### src/rtl/mac_rx_defines.svh
`ifndef MAC_RX_DEFINES_SVH
`define MAC_RX_DEFINES_SVH
// Register byte offsets.
`define OFF_RX_CTRL     8'h00
`define OFF_TX_CTRL     8'h04
`define OFF_RX_STAT     8'h08
`define OFF_TX_STAT     8'h0c
`define OFF_DMA_RX_STAT 8'h10
`define OFF_CTX_STAT    8'h14
`define OFF_MISSED      8'h18
`define OFF_PAUSE_CNT   8'h1c
`define OFF_MGMT        8'h20
// Field positions.
`define BIT_RX_EN       0
`define BIT_PASS        1
`define BIT_SEND_PAUSE  0
`define BIT_OVERRUN     0
`define BIT_MGMT_RD     26
`define BIT_MGMT_BUSY   31
// Frame constants.
`define CTRL_TYPE       16'h8808
`define PAUSE_OPCODE    16'h0001
`define MIN_FRAME       16'h0040
`define CRC_RESIDUE     32'hdebb20e3
`define CRC_POLY        32'hedb88320
`define NIB_PRE         4'h5
`define NIB_SFD         4'hd
// Management frame layout.
`define MG_PRE          32'hffffffff
`define MG_SOF          2'b01
`define MG_OP_WR        2'b01
`define MG_OP_RD        2'b10
`define MG_TA_WR        2'b10
`define MG_RELEASE      7'd46
`define MG_DATA_SAMPLE  7'd49
`define MG_BITS         7'd64
// Pause quantum of 512 bit times is 128 nibble clocks.
`define QUANTUM_NIBS    7'd127
// Reset values and response codes.
`define RST_RX_CTRL     2'h0
`define RESP_OKAY       2'b00
`define RESP_SLVERR     2'b10
`endif

### src/rtl/mac_rx_pkg.sv
package mac_rx_pkg;
  typedef struct packed {
    logic       dv;
    logic       er;
    logic [3:0] d;
  } mii_rx_s;
  typedef struct packed {
    logic       toss;
    logic       last;
    logic [7:0] data;
  } rx_entry_s;
  typedef enum logic [2:0] {
    RX_IDLE = 3'b001,
    RX_PRE  = 3'b010,
    RX_DATA = 3'b100
  } rx_state_e;
endpackage

### src/rtl/mac_rx_fifo_mgmt_pause.sv
// Notes on behaviour
// - FIFO written and read on system clock; line clock is sampled.
// - FIFO empty after reset; receive waits for enable.
// - Undrained FIFO may overflow; bytes dropped.
// - Write frame: preamble, 01, 01, addresses, 10, data.
// - Read frame: opcode 10, release, PHY drives data.
// - Five-bit PHY and register address fields.
// - Management clock times every management bit.
// - Pause needs type 8808, 64 bytes, CRC, opcode.
// - Other types are ordinary data frames.
// - Pass-through forwards control frames to software.
// - Pause loads count, signals transmitter and DMA.
// - Counter reaches zero before transmit resumes.
// - New pause reloads counter; zero ends early.
// - Send-pause request honoured even while paused.
// - Control frame transmit result stored in register.
// - Transmit, receive status and missed frame counter.
// - Status values offered to DMA for copying.
// - FIFO overflow sets DMA receive overrun flag.
`include "mac_rx_defines.svh"
`timescale 1ns/1ns
`default_nettype none
module mac_rx_fifo_mgmt_pause import mac_rx_pkg::*; #(
  parameter int AW       = 6,
  parameter int MDC_HALF = 10
) (
  // System clock and reset.
  input  wire logic        aclk,
  input  wire logic        aresetn,
  // AXI4-Lite register slave.
  input  wire logic        awvalid,
  output logic             awready,
  input  wire logic [7:0]  awaddr,
  input  wire logic        wvalid,
  output logic             wready,
  input  wire logic [31:0] wdata,
  input  wire logic [3:0]  wstrb,
  output logic             bvalid,
  input  wire logic        bready,
  output logic [1:0]       bresp,
  input  wire logic        arvalid,
  output logic             arready,
  input  wire logic [7:0]  araddr,
  output logic             rvalid,
  input  wire logic        rready,
  output logic [31:0]      rdata,
  output logic [1:0]       rresp,
  // MII receive pins.
  input  wire logic        rx_clk,
  input  wire mii_rx_s     mii_rx,
  // Receive FIFO drain side.
  output logic             rd_valid,
  input  wire logic        rd_ready,
  output rx_entry_s        rd_entry,
  // Management pins.
  output logic             mdc,
  input  wire logic        mdio_i,
  output logic             mdio_o,
  output logic             mdio_oe,
  // Transmitter and DMA side.
  output logic             tx_pause,
  output logic             dma_pause,
  output logic             send_pause_req,
  input  wire logic        tx_ctrl_done,
  input  wire logic [15:0] tx_ctrl_result,
  input  wire logic        tx_done,
  input  wire logic [15:0] tx_result,
  output logic [31:0]      dma_rx_status,
  output logic [31:0]      dma_tx_status
);
  function automatic logic [AW:0] bin2gray(input logic [AW:0] b);
    return b ^ (b >> 1);
  endfunction
  function automatic logic [31:0] crc_byte(input logic [31:0] c, input logic [7:0] d);
    logic [31:0] r;
    r = c;
    for (int i = 0; i < 8; i++) begin
      r = (r[0] ^ d[i]) ? ((r >> 1) ^ `CRC_POLY) : (r >> 1);
    end
    return r;
  endfunction

  logic [1:0]  rx_ctrl_r;
  logic        send_r;
  logic        overrun_r, frame_ovr_r, crc_err_r, ctrl_seen_r, hold_v_r, half_r;
  logic [15:0] missed_r, pause_cnt_r, tx_stat_r, ctx_stat_r, cnt_r, type_r, opc_r, opnd_r;
  logic [15:0] rd_data_r;
  logic [31:0] crc_r;
  logic [7:0]  hold_r;
  logic [3:0]  lo_r;
  logic [6:0]  q_cnt_r, bit_r;
  logic [AW:0] wr_ptr_r, rd_ptr_r, wr_gray, rd_gray;
  logic [AW-1:0] rd_next;
  rx_entry_s   mem [2**AW];
  rx_entry_s   wr_data;
  rx_state_e   st_r;
  mii_rx_s     pin_s1, pin_s2;
  logic        clk_s1, clk_s2, clk_s3, mdi_s1, mdi_s2, nib_edge;
  logic        byte_stb, frame_end, wr_req, wr_en, full, empty, pause_hit, is_ctrl;
  logic        aw_h_r, w_h_r, busy_r, mg_rd_r, mdc_r;
  logic [7:0]  aw_r;
  logic [31:0] wd_r;
  logic [63:0] sh_r;
  logic [7:0]  div_r;
  logic        do_wr, div_wrap;

  // Every off-domain pin passes two flops before any logic reads it.
  always_ff @(posedge aclk) begin
    {clk_s1, pin_s1, mdi_s1} <= {rx_clk, mii_rx, mdio_i};
    {clk_s2, pin_s2, mdi_s2} <= {clk_s1, pin_s1, mdi_s1};
    clk_s3 <= clk_s2;
  end
  assign nib_edge = clk_s2 & ~clk_s3;

  // Receive framing: preamble hunt, SFD, then nibble pairing LSB first.
  always_ff @(posedge aclk) begin
    if (!aresetn) begin
      st_r <= RX_IDLE;
      half_r <= 1'b0;
      lo_r <= 4'h0;
    end else if (nib_edge) begin
      case (st_r)
        RX_IDLE: if (pin_s2.dv && pin_s2.d == `NIB_PRE && rx_ctrl_r[`BIT_RX_EN]) st_r <= RX_PRE;
        RX_PRE: begin
          if (!pin_s2.dv) st_r <= RX_IDLE;
          else if (pin_s2.d == `NIB_SFD) st_r <= RX_DATA;
          half_r <= 1'b0;
        end
        RX_DATA: begin
          if (!pin_s2.dv) st_r <= RX_IDLE;
          else begin
            half_r <= ~half_r;
            lo_r <= pin_s2.d;
          end
        end
        default: st_r <= RX_IDLE;
      endcase
    end
  end
  assign byte_stb  = nib_edge && st_r == RX_DATA && pin_s2.dv && half_r;
  assign frame_end = nib_edge && st_r == RX_DATA && !pin_s2.dv;

  // Per-frame byte count, CRC and control field capture.
  always_ff @(posedge aclk) begin
    if (!aresetn || (nib_edge && st_r == RX_PRE)) begin
      cnt_r <= 16'h0;
      crc_r <= 32'hffffffff;
      {type_r, opc_r, opnd_r} <= '0;
      crc_err_r <= 1'b0;
    end else begin
      if (nib_edge && st_r == RX_DATA && pin_s2.dv && pin_s2.er) crc_err_r <= 1'b1;
      if (byte_stb) begin
        cnt_r <= (cnt_r == 16'hffff) ? cnt_r : cnt_r + 16'h1;
        crc_r <= crc_byte(crc_r, {pin_s2.d, lo_r});
        case (cnt_r)
          16'd12: type_r[15:8] <= {pin_s2.d, lo_r};
          16'd13: type_r[7:0]  <= {pin_s2.d, lo_r};
          16'd14: opc_r[15:8]  <= {pin_s2.d, lo_r};
          16'd15: opc_r[7:0]   <= {pin_s2.d, lo_r};
          16'd16: opnd_r[15:8] <= {pin_s2.d, lo_r};
          16'd17: opnd_r[7:0]  <= {pin_s2.d, lo_r};
          default: ;
        endcase
      end
    end
  end
  assign is_ctrl   = type_r == `CTRL_TYPE;
  assign pause_hit = frame_end && is_ctrl && cnt_r >= `MIN_FRAME && crc_r == `CRC_RESIDUE
                     && !crc_err_r && opc_r == `PAUSE_OPCODE;

  // One byte is held back so the frame's final entry can carry its marks.
  always_ff @(posedge aclk) begin
    if (!aresetn) begin
      hold_v_r <= 1'b0;
      hold_r <= 8'h00;
    end else if (byte_stb) begin
      hold_v_r <= 1'b1;
      hold_r <= {pin_s2.d, lo_r};
    end else if (frame_end || (nib_edge && st_r == RX_PRE)) begin
      hold_v_r <= 1'b0;
    end
  end
  assign wr_req = hold_v_r && (byte_stb || frame_end);
  assign wr_data = '{toss: frame_end && is_ctrl && !rx_ctrl_r[`BIT_PASS],
                     last: frame_end, data: hold_r};

  // Gray pointers guard the full and empty compares.
  assign wr_gray  = bin2gray(wr_ptr_r);
  assign rd_gray  = bin2gray(rd_ptr_r);
  assign empty    = wr_gray == rd_gray;
  assign full     = wr_gray == {~rd_gray[AW:AW-1], rd_gray[AW-2:0]};
  assign wr_en    = wr_req && !full;
  assign rd_valid = !empty;
  always_ff @(posedge aclk) begin
    if (!aresetn) begin
      wr_ptr_r <= '0;
      rd_ptr_r <= '0;
    end else begin
      if (wr_en) wr_ptr_r <= wr_ptr_r + 1'b1;
      if (rd_valid && rd_ready) rd_ptr_r <= rd_ptr_r + 1'b1;
    end
  end
  // The head register always holds the slot that the read pointer names, so rd_entry
  // is valid in the same cycle as rd_valid; a write into that slot is forwarded.
  assign rd_next = rd_ptr_r[AW-1:0] + AW'(rd_valid && rd_ready);
  always_ff @(posedge aclk) begin
    if (wr_en) mem[wr_ptr_r[AW-1:0]] <= wr_data;
    rd_entry <= (wr_en && wr_ptr_r[AW-1:0] == rd_next) ? wr_data : mem[rd_next];
  end

  // Overrun is sticky; a new overrun wins over a software clear.
  always_ff @(posedge aclk) begin
    if (!aresetn) begin
      overrun_r <= 1'b0;
      frame_ovr_r <= 1'b0;
      missed_r <= 16'h0;
      ctrl_seen_r <= 1'b0;
    end else begin
      if (wr_req && full) overrun_r <= 1'b1;
      else if (do_wr && aw_r == `OFF_DMA_RX_STAT && wd_r[`BIT_OVERRUN]) overrun_r <= 1'b0;
      if (wr_req && full) frame_ovr_r <= 1'b1;
      else if (frame_end) frame_ovr_r <= 1'b0;
      if (frame_end && (frame_ovr_r || (wr_req && full))) missed_r <= missed_r + 16'h1;
      if (frame_end) ctrl_seen_r <= is_ctrl;
    end
  end

  // Pause counter in quanta of 512 bit times, timed by the line clock.
  always_ff @(posedge aclk) begin
    if (!aresetn) begin
      pause_cnt_r <= 16'h0;
      q_cnt_r <= 7'h0;
    end else if (pause_hit) begin
      pause_cnt_r <= opnd_r;
      q_cnt_r <= 7'h0;
    end else if (nib_edge && pause_cnt_r != 16'h0) begin
      q_cnt_r <= q_cnt_r + 7'h1;
      if (q_cnt_r == `QUANTUM_NIBS) pause_cnt_r <= pause_cnt_r - 16'h1;
    end
  end
  // Consumers finish any frame in progress before honouring the level.
  assign tx_pause  = pause_cnt_r != 16'h0;
  assign dma_pause = tx_pause;

  // Transmit and control-frame status capture.
  always_ff @(posedge aclk) begin
    if (!aresetn) begin
      tx_stat_r <= 16'h0;
      ctx_stat_r <= 16'h0;
      send_r <= 1'b0;
    end else begin
      if (tx_done) tx_stat_r <= tx_result;
      if (tx_ctrl_done) ctx_stat_r <= tx_ctrl_result;
      if (do_wr && aw_r == `OFF_TX_CTRL && wd_r[`BIT_SEND_PAUSE]) send_r <= 1'b1;
      else if (tx_ctrl_done) send_r <= 1'b0;
    end
  end
  assign send_pause_req = send_r;
  assign dma_rx_status  = {14'h0, crc_err_r, overrun_r, missed_r};
  assign dma_tx_status  = {ctx_stat_r, tx_stat_r};

  // Management frame engine: drive on falling MDC, sample on rising.
  // Read data passes the two-flop synchroniser, so MDC_HALF must be 3 or more.
  assign div_wrap = div_r == 8'(MDC_HALF - 1);
  always_ff @(posedge aclk) begin
    if (!aresetn) begin
      busy_r <= 1'b0;
      mg_rd_r <= 1'b0;
      mdc_r <= 1'b0;
      div_r <= 8'h0;
      bit_r <= 7'h0;
      sh_r <= 64'h0;
      mdio_o <= 1'b0;
      mdio_oe <= 1'b0;
      rd_data_r <= 16'h0;
    end else if (!busy_r) begin
      if (do_wr && aw_r == `OFF_MGMT) begin
        busy_r <= 1'b1;
        mg_rd_r <= wd_r[`BIT_MGMT_RD];
        div_r <= 8'h0;
        bit_r <= 7'h0;
        sh_r <= {`MG_PRE, `MG_SOF, wd_r[`BIT_MGMT_RD] ? `MG_OP_RD : `MG_OP_WR,
                 wd_r[25:21], wd_r[20:16],
                 wd_r[`BIT_MGMT_RD] ? 2'b00 : `MG_TA_WR, wd_r[15:0]};
      end
    end else begin
      div_r <= div_wrap ? 8'h0 : div_r + 8'h1;
      if (div_wrap && !mdc_r) begin
        mdc_r <= 1'b1;
        if (mg_rd_r && bit_r >= `MG_DATA_SAMPLE) rd_data_r <= {rd_data_r[14:0], mdi_s2};
      end else if (div_wrap) begin
        mdc_r <= 1'b0;
        if (bit_r == `MG_BITS) begin
          busy_r <= 1'b0;
          mdio_oe <= 1'b0;
        end else begin
          mdio_o <= sh_r[63];
          mdio_oe <= !(mg_rd_r && bit_r >= `MG_RELEASE);
          sh_r <= {sh_r[62:0], 1'b0};
          bit_r <= bit_r + 7'h1;
        end
      end
    end
  end
  assign mdc = mdc_r;

  // AXI4-Lite: address and data taken in either order, then one response.
  assign awready = !aw_h_r && !bvalid;
  assign wready  = !w_h_r && !bvalid;
  assign do_wr   = aw_h_r && w_h_r && !bvalid;
  assign arready = !rvalid;
  always_ff @(posedge aclk) begin
    if (!aresetn) begin
      {aw_h_r, w_h_r, bvalid} <= 3'b000;
      aw_r <= 8'h00;
      wd_r <= 32'h0;
      bresp <= `RESP_OKAY;
      rx_ctrl_r <= `RST_RX_CTRL;
    end else begin
      if (awvalid && awready) {aw_h_r, aw_r} <= {1'b1, awaddr};
      if (wvalid && wready) {w_h_r, wd_r} <= {1'b1, wdata & {{8{wstrb[3]}}, {8{wstrb[2]}},
                                                      {8{wstrb[1]}}, {8{wstrb[0]}}}};
      if (do_wr) begin
        {aw_h_r, w_h_r, bvalid} <= 3'b001;
        bresp <= (aw_r > `OFF_MGMT || aw_r[1:0] != 2'b00) ? `RESP_SLVERR : `RESP_OKAY;
        if (aw_r == `OFF_RX_CTRL) rx_ctrl_r <= wd_r[1:0];
      end else if (bvalid && bready) bvalid <= 1'b0;
    end
  end
  always_ff @(posedge aclk) begin
    if (!aresetn) begin
      rvalid <= 1'b0;
      rdata <= 32'h0;
      rresp <= `RESP_OKAY;
    end else if (arvalid && arready) begin
      rvalid <= 1'b1;
      rresp <= `RESP_OKAY;
      case (araddr)
        `OFF_RX_CTRL:     rdata <= {30'h0, rx_ctrl_r};
        `OFF_TX_CTRL:     rdata <= {31'h0, send_r};
        `OFF_RX_STAT:     rdata <= {28'h0, tx_pause, ctrl_seen_r, crc_err_r, overrun_r};
        `OFF_TX_STAT:     rdata <= {16'h0, tx_stat_r};
        `OFF_DMA_RX_STAT: rdata <= {31'h0, overrun_r};
        `OFF_CTX_STAT:    rdata <= {16'h0, ctx_stat_r};
        `OFF_MISSED:      rdata <= {16'h0, missed_r};
        `OFF_PAUSE_CNT:   rdata <= {16'h0, pause_cnt_r};
        `OFF_MGMT:        rdata <= {busy_r, 15'h0, rd_data_r};
        default: begin
          rdata <= 32'h0;
          rresp <= `RESP_SLVERR;
        end
      endcase
    end else if (rready) rvalid <= 1'b0;
  end

  // Checks.
  property p_empty_rst; @(posedge aclk) $rose(aresetn) |-> !rd_valid; endproperty
  a_empty_rst: assert property (p_empty_rst) else $error("fifo not empty after reset");
  property p_no_drop_full; @(posedge aclk) disable iff (!aresetn)
    (wr_req && full) |=> overrun_r && $stable(wr_ptr_r); endproperty
  a_no_drop_full: assert property (p_no_drop_full) else $error("overrun not flagged");
  property p_gray; @(posedge aclk) disable iff (!aresetn) $countones(wr_gray ^ $past(wr_gray)) <= 1;
  endproperty
  a_gray: assert property (p_gray) else $error("gray pointer jumped");
  property p_mdio_edge; @(posedge aclk) disable iff (!aresetn) $changed(mdio_o) |-> !mdc;
  endproperty
  a_mdio_edge: assert property (p_mdio_edge) else $error("mdio moved with mdc high");
  property p_release; @(posedge aclk) disable iff (!aresetn)
    (busy_r && mg_rd_r && bit_r > `MG_RELEASE) |-> !mdio_oe; endproperty
  a_release: assert property (p_release) else $error("read frame not released");
  property p_preamble; @(posedge aclk) disable iff (!aresetn)
    (mdio_oe && bit_r <= 7'd32) |-> mdio_o; endproperty
  a_preamble: assert property (p_preamble) else $error("preamble bit not one");
  property p_load; @(posedge aclk) disable iff (!aresetn) pause_hit |=> pause_cnt_r == $past(opnd_r);
  endproperty
  a_load: assert property (p_load) else $error("pause count not loaded");
  property p_dec; @(posedge aclk) disable iff (!aresetn)
    (!pause_hit && nib_edge && tx_pause && q_cnt_r == `QUANTUM_NIBS)
    |=> pause_cnt_r == $past(pause_cnt_r) - 16'h1; endproperty
  a_dec: assert property (p_dec) else $error("pause count not decremented");
  property p_send; @(posedge aclk) disable iff (!aresetn)
    (do_wr && aw_r == `OFF_TX_CTRL && wd_r[0]) |=> send_pause_req; endproperty
  a_send: assert property (p_send) else $error("send pause ignored");
  property p_ctx; @(posedge aclk) disable iff (!aresetn)
    tx_ctrl_done |=> ctx_stat_r == $past(tx_ctrl_result); endproperty
  a_ctx: assert property (p_ctx) else $error("control tx status lost");
  c_pause: cover property (@(posedge aclk) pause_hit);
  c_overflow: cover property (@(posedge aclk) wr_req && full);
  c_mgmt_rd: cover property (@(posedge aclk) busy_r && mg_rd_r ##1 !busy_r);
  c_toss: cover property (@(posedge aclk) wr_en && wr_data.toss);
endmodule
`default_nettype wire

### config.mk
export PLATFORM = sky130hd
export DESIGN_NAME = mac_rx_fifo_mgmt_pause
export DESIGN_NICKNAME = d
export VERILOG_FILES = /design/src/rtl/mac_rx_pkg.sv /design/src/rtl/mac_rx_fifo_mgmt_pause.sv
export VERILOG_INCLUDE_DIRS = /design/src /design/src/rtl
export SDC_FILE = /design/constraint.sdc
export NUM_CORES = 1
export LEC_CHECK = 0
export BUFFER_PORTS_ARGS = -buffer_cell sky130_fd_sc_hd__buf_2
export CAP_MARGIN = 5
export CORE_MARGIN = 5
export CORE_UTILIZATION = 40
export CTS_CLUSTER_DIAMETER = 120
export DETAILED_ROUTE_END_ITERATION = 6
export PLACE_DENSITY = 0.55
export SLEW_MARGIN = 20
export SYNTH_ARGS = -nofsm -noshare
export SYNTH_HDL_FRONTEND = slang
export SYNTH_SLANG_ARGS = --single-unit
### constraint.sdc
create_clock -name aclk -period 4.2 [get_ports aclk]
set_input_delay 0.21 -clock aclk [delete_from_list [all_inputs] [get_ports aclk]]
set_output_delay 0.21 -clock aclk [all_outputs]
set_load 0.01 [all_outputs]
**Yosys cells after proc, flatten, opt, wreduce, memory -nomap -nowiden**

Memories as Yosys holds them, arrays and structs flattened. A register that Yosys moved wholly into a read port is not among the register bits.
Index checks and enable logic that the tools add are counted.

- Add/sub/neg operators: 9
- Eq/ne operators: 38
- Reduce and logical (&&, ||, !) cells: 89
- $lt $le $gt $ge: 4
- Bitwise gates (word level): 28
- Multiplexer cells: 58

Operator list:

| cell | number |
|---|---|
| $mux 64 | 5 |
| $pmux 32 s9 | 1 |
| $mux 32 | 8 |
| $not 13->14 | 8 |
| $eq 16x4->1 const B | 4 |
| $mux 16 | 3 |
| $eq 8x5->1 const B | 5 |
| $logic_and 1x1->1 | 36 |
| $mux 7 | 5 |
| $add 16x1->16 const B | 2 |
| $eq 16x16->1 const B | 2 |
| $eq 16x5->1 const B | 2 |
| $eq 32x32->1 const B | 1 |
| $add 7x1->7 const B | 4 |
| $and 27x27->27 | 1 |
| $eq 8x4->1 const B | 3 |
| $mux 8 | 3 |
| $reduce_bool 2->1 | 12 |
| $mux 1 | 23 |
| $reduce_and 2->1 | 11 |
| $eq 16x1->1 const B | 1 |
| $eq 8x3->1 const B | 2 |
| $eq 8x6->1 const B | 2 |
| $ge 16x7->1 const B | 1 |
| other kinds (32) | 81 |

- Bits in registers: 397
- Memories: 1
- Bits of input ports: 102
- Word-level logic and storage cells: 282
- Output and inout bits: 122
- Bits in writable memories: 640

Memory list:

| name | words | bits a word | read ports | clocked after Yosys merged registers in | write ports | RTL line | text |
|---|---|---|---|---|---|---|---|
| mem | 64 | 10 | 1 | 1 | 1 | mac_rx_fifo_mgmt_pause.sv:94 | `rx_entry_s mem [2**AW];` |

**Longest topological paths before layout**

- Depth after elaboration: 16
- Depth in mapped cells: 11
- Mapped depth without buffers: 9

**Least setup slack after synthesis**

Ideal clock, no wire load.

- Path kind: register to register
- From: reg clk_s2
- To: mem mem[0][9] (netlist bit), data pin
- Setup time: 0.680 ns
- Buffers on the path: 1
- Cell stages (with the launch flop): 5
- Setup slack: 0.058 ns
- Clock period less this slack: 4.142 ns
- Data arrival time: 3.461 ns
- Path through: dfxtp_1 -> nor4bb_1 -> buf_2 -> nand2_1 -> nor3_1

RTL lines:

| element | RTL line | text |
|---|---|---|
| from (decl) | mac_rx_fifo_mgmt_pause.sv:98 | `logic clk_s1, clk_s2, clk_s3, mdi_s1, mdi_s2, nib_edge;` |
| from (signal assigned) | mac_rx_fifo_mgmt_pause.sv:110 | `{clk_s2, pin_s2, mdi_s2} <= {clk_s1, pin_s1, mdi_s1};` |
| to (decl) | mac_rx_fifo_mgmt_pause.sv:94 |  |

==> results.cfg <==
[run_status]
result_of_the_run = completed

[grt]
global_route.usage.total_pct = 18.32
pin_count_of_the_biggest_net_entering_global_routing = 92
grt-ovfl-total = 0
wire_length_of_the_first_global_routing_pass_mm = 159.3
antenna_found_initial = 2
first_global_vias = 26381

[synth]
synth-edff-count = 640
synth_largest_type_area_fraction_pct = 46.27
seq_area_frac_synth_pct = 64.87
synthCells = 3065
synth_top_cells_by_area = sky130_fd_sc_hd__edfxtp_1 46%, sky130_fd_sc_hd__dfxtp_1 19%, sky130_fd_sc_hd__mux4_2 8.0%, sky130_fd_sc_hd__mux2i_1 4.0%, sky130_fd_sc_hd__nor2_1 3.6%
yosys_warnings = 0
ys_seq_elements = 1026
syn_avg_cell_area_um2 = 13.55
synth_ff_type = sky130_fd_sc_hd__edfxtp_1
synthDominantAreaCellType = sky130_fd_sc_hd__edfxtp_1
synth-async-reset-ratio_pct = 0
synthesis.area_mm2 = 0.04154
synthDistinctLibCells = 67

[sta]
worst-slew-pin-transition_ns = 1.049
fmax_ghz = 0.2792
setup_viol = 0
number_of_hold_violations_in_the_final_report = 0
fin_crit_ns = 3.582
clock_skew_ns = 0.01425
setup-tns-final_ns = 0
rsz0062_at_grt = no
final_max_slew_viol_count = 0
final_min_period_over_clock_period_pct = 85.29
worst_hold_slack_ns = 0.08693
max_slew_margin_pct = 29.81

[critical_path]
worstPathRequired_ns = 3.99
start_kind = register
crit_type = register to output port
worst_ep_arrival_time_ns = 3.37
cp_max_fo = 46
kind_of_end_point_of_the_critical_path = output port

[floorplan]
fp.dieH_um = 332.2
top_level_pins = 224
dieWidth_um = 332.2
initial_utilization_pct = 40.19
die_area_mm2 = 0.1104
core_area_mm2 = 0.1033
rows = 118

[cells_and_area]
drive_above_1_share_pct = 18.87
post_route_utilization_pct = 47.11
area_delta_synth_final_pct = 17.21
final_cells = 4839
net_count_reported_at_finish = 3500
filler_cell_count = 9045

[detailed_routing]
antenna_left = 0
detailroute.via_count = 26022
drc_errors = 0
met2WireLength_mm = 49.18
routed_wirelength_mm = 103.4
dr.first_iter.drc_count = 2162
routedLengthMet1_mm = 45.67
first_pass_iters = 6
route.top_layer_used = met4
routed-wl-met3_mm = 5.990
routed_wire_length_per_instance_um = 21.38
viasPerCell = 5.378

[clock_tree]
clockRootBuffer = sky130_fd_sc_hd__clkbuf_16
number_of_buffers_between_clock_root_and_the_deepest_sink = 3
clkLatencyLatePin_ns = 0.67
cts_tree = done
cts-resized-gates = 0
numCtsBuffers = 106
cts.sink_count = 1026
ctsHoldBuffers = 106
post-cts-setup-buffer-count = 0
htree_levels = 3
clock_pin_transition_on_the_worst_setup_and_hold_timing_paths_ns = 0.06

[power]
power.share.clock_pct = 45.8
switching_power_w = 0.004199
p_leak_nw = 16.60
p_int_w = 0.01639
irDropWorstVdd_uv = 314.5
proportion_of_power_drawn_by_flip_flops_and_latches_pct = 51.9
sw_frac_of_total_pct = 20.39
combinational_fraction_of_design_power_pct = 2.3
power_density_mw_per_mm2 = 422.9

[placed_design]
dpl.hpwl_mm = 67.34
gp_congestion = 0.8707
count_of_port_buffers_added_during_placement = 187
dp_cells = 4533

[min_path]
worst_hold_path_class = input pin to register

[run]
timing.max_cap.violations = 0
## final timing paths
| check | start | cells past startpoint | slack, ns | end |
|---|---|---|---|---|
| hold reg to reg | pin_s1[2]$_DFF_P_ | 0 | 0.33 | pin_s2[2]$_DFF_P_ |
| setup / recovery | register | 7 | 0.62 | rd_entry[8] |
| setup reg to reg | wr_ptr_r[3]$_SDFFE_PN0P_ | 5 | 0.82 | mem[39][7]$_DFFE_PP_ |
| hold / removal | rd_ready | 5 | 0.09 | rd_ptr_r[1]$_SDFFE_PN0N_ |
## cells in the final DEF, fill, tap and decap left out, drive strengths merged, types with 30 or more instances in the layout
cell         netlist  layout
clkinv             0      41
dfxtp            386     386
o21ai            109     109
mux4             148     148
xnor2             87      87
xor2              53      53
dlygate4sd3        0     106
mux2i            168     168
nor2             398     398
nand2            165     165
buf              100     276
inv               27      30
nand3             87      87
conb               1      31
clkbuf           118     133
a22oi             30      30
mux2              31      31
a211oi            41      41
ha                31      31
a21oi            146     146
edfxtp           640     640
## state kept, by name, indices dropped and copies added, names as in the netlist, 8 cells and up, named ones only
| signal | count |
|---|---|
| mem | 640 |
| sh_r | 64 |
| crc_r | 32 |
| wd_r | 27 |
| rdata | 17 |
| cnt_r | 16 |
| ctx_stat_r | 16 |
| missed_r | 16 |
| opc_r | 16 |
| opnd_r | 16 |
| pause_cnt_r | 16 |
| rd_data_r | 16 |
| tx_stat_r | 16 |
| type_r | 16 |
| aw_r | 8 |
| div_r | 8 |
| hold_r | 8 |
## critical path, stage by stage, from the launching register on
cell and delay (ns):
sky130_fd_sc_hd__dfxtp_4 0.66, sky130_fd_sc_hd__buf_12 0.36, sky130_fd_sc_hd__mux4_2 0.37, sky130_fd_sc_hd__o22ai_1 0.38, sky130_fd_sc_hd__nor2_1 0.09, sky130_fd_sc_hd__o221ai_1 0.42, sky130_fd_sc_hd__o21ai_1 0.22, sky130_fd_sc_hd__buf_2 0.19
## Yosys cell counts, types with 7 or more instances
library cell / instances
sky130_fd_sc_hd__mux2i_1: 168
sky130_fd_sc_hd__or4_1: 8
sky130_fd_sc_hd__a22oi_1: 30
sky130_fd_sc_hd__buf_1: 29
sky130_fd_sc_hd__nor2_1: 398
sky130_fd_sc_hd__dfxtp_1: 386
sky130_fd_sc_hd__nor4_1: 20
sky130_fd_sc_hd__nand2b_1: 16
sky130_fd_sc_hd__ha_1: 31
sky130_fd_sc_hd__nor2b_1: 17
sky130_fd_sc_hd__a211oi_1: 41
sky130_fd_sc_hd__o21ai_0: 101
sky130_fd_sc_hd__buf_4: 35
sky130_fd_sc_hd__xor2_1: 52
sky130_fd_sc_hd__edfxtp_1: 640
sky130_fd_sc_hd__a21oi_1: 146
sky130_fd_sc_hd__nand3_1: 87
sky130_fd_sc_hd__xnor2_1: 86
sky130_fd_sc_hd__and3_1: 17
sky130_fd_sc_hd__o22ai_1: 16
sky130_fd_sc_hd__nor4b_1: 10
sky130_fd_sc_hd__nor3_1: 23
sky130_fd_sc_hd__inv_1: 26
sky130_fd_sc_hd__nand4_1: 28
sky130_fd_sc_hd__buf_2: 36
sky130_fd_sc_hd__o221ai_1: 12
sky130_fd_sc_hd__o211ai_1: 15
sky130_fd_sc_hd__nor3b_1: 7
sky130_fd_sc_hd__or3_1: 17
sky130_fd_sc_hd__nand2_1: 165
sky130_fd_sc_hd__o21ai_1: 8
sky130_fd_sc_hd__clkbuf_1: 118
sky130_fd_sc_hd__and2_1: 10
sky130_fd_sc_hd__mux4_2: 148
sky130_fd_sc_hd__mux2_2: 31
sky130_fd_sc_hd__a221oi_1: 21
sky130_fd_sc_hd__a31oi_1: 13
## layout make-up
cell class	instances	area [um2]	area share, %
Multi-Input combinational cell	1824	13660	28.05
Sequential cell	1026	26970	55.39
Antenna cell	3	7.507	0.01542
Tap cell	1380	1727	3.547
Clock inverter	64	605.6	1.244
Clock buffer	133	2899	5.955
Inverter	27	106.4	0.2185
Timing Repair Buffer	382	2715	5.577
## logic make-up after synthesis
| kind of cell | count (synthesis) | synth area share, % |
|---|---|---|
| other | 1 | 0.009028 |
| XOR/XNOR | 140 | 2.988 |
| AO/OA/AOI/OAI | 424 | 6.220 |
| multiplexers | 347 | 12.91 |
| buffers and inverters | 245 | 2.639 |
| flip-flops | 1026 | 64.87 |
| adder cells (fa/ha/maj) | 31 | 0.9338 |
| AND/OR/NAND/NOR | 851 | 9.425 |
## power groups by stage
stage	registers (W)	logic, W	clock network [W]
2_1_floorplan	0.0109	0.000280	0
3_3_place_gp	0.0109	0.000392	0
3_5_place_dp	0.0109	0.000400	0
4_1_cts	0.0107	0.000474	0.00963
5_1_grt	0.0107	0.000524	0.0100
6_report	0.0107	0.000476	0.00942
## layer usage
metal | up-vias | track usage [%]
met5 | - | 0
met2 | 765 | 29.84
li1 | 12003 | -
met3 | 154 | 3.530
met1 | 13100 | 25.36
met4 | 0 | 4.908
## through the flow
| step | worst slack [ns] | area (um2) | power, W |
|---|---|---|---|
| after global routing | 0.3786 | 48680 | 0.02124 |
| after CTS | 0.5211 | 48670 | 0.02080 |
| after floorplan | 0.05811 | 41650 | 0.01117 |
| after detailed placement | 0.8402 | 44100 | 0.01131 |
| final | 0.6179 | 48680 | 0.02059 |
| after global placement | 0.8934 | 44100 | 0.01130 |
Power figures use the tool's default switching activity.
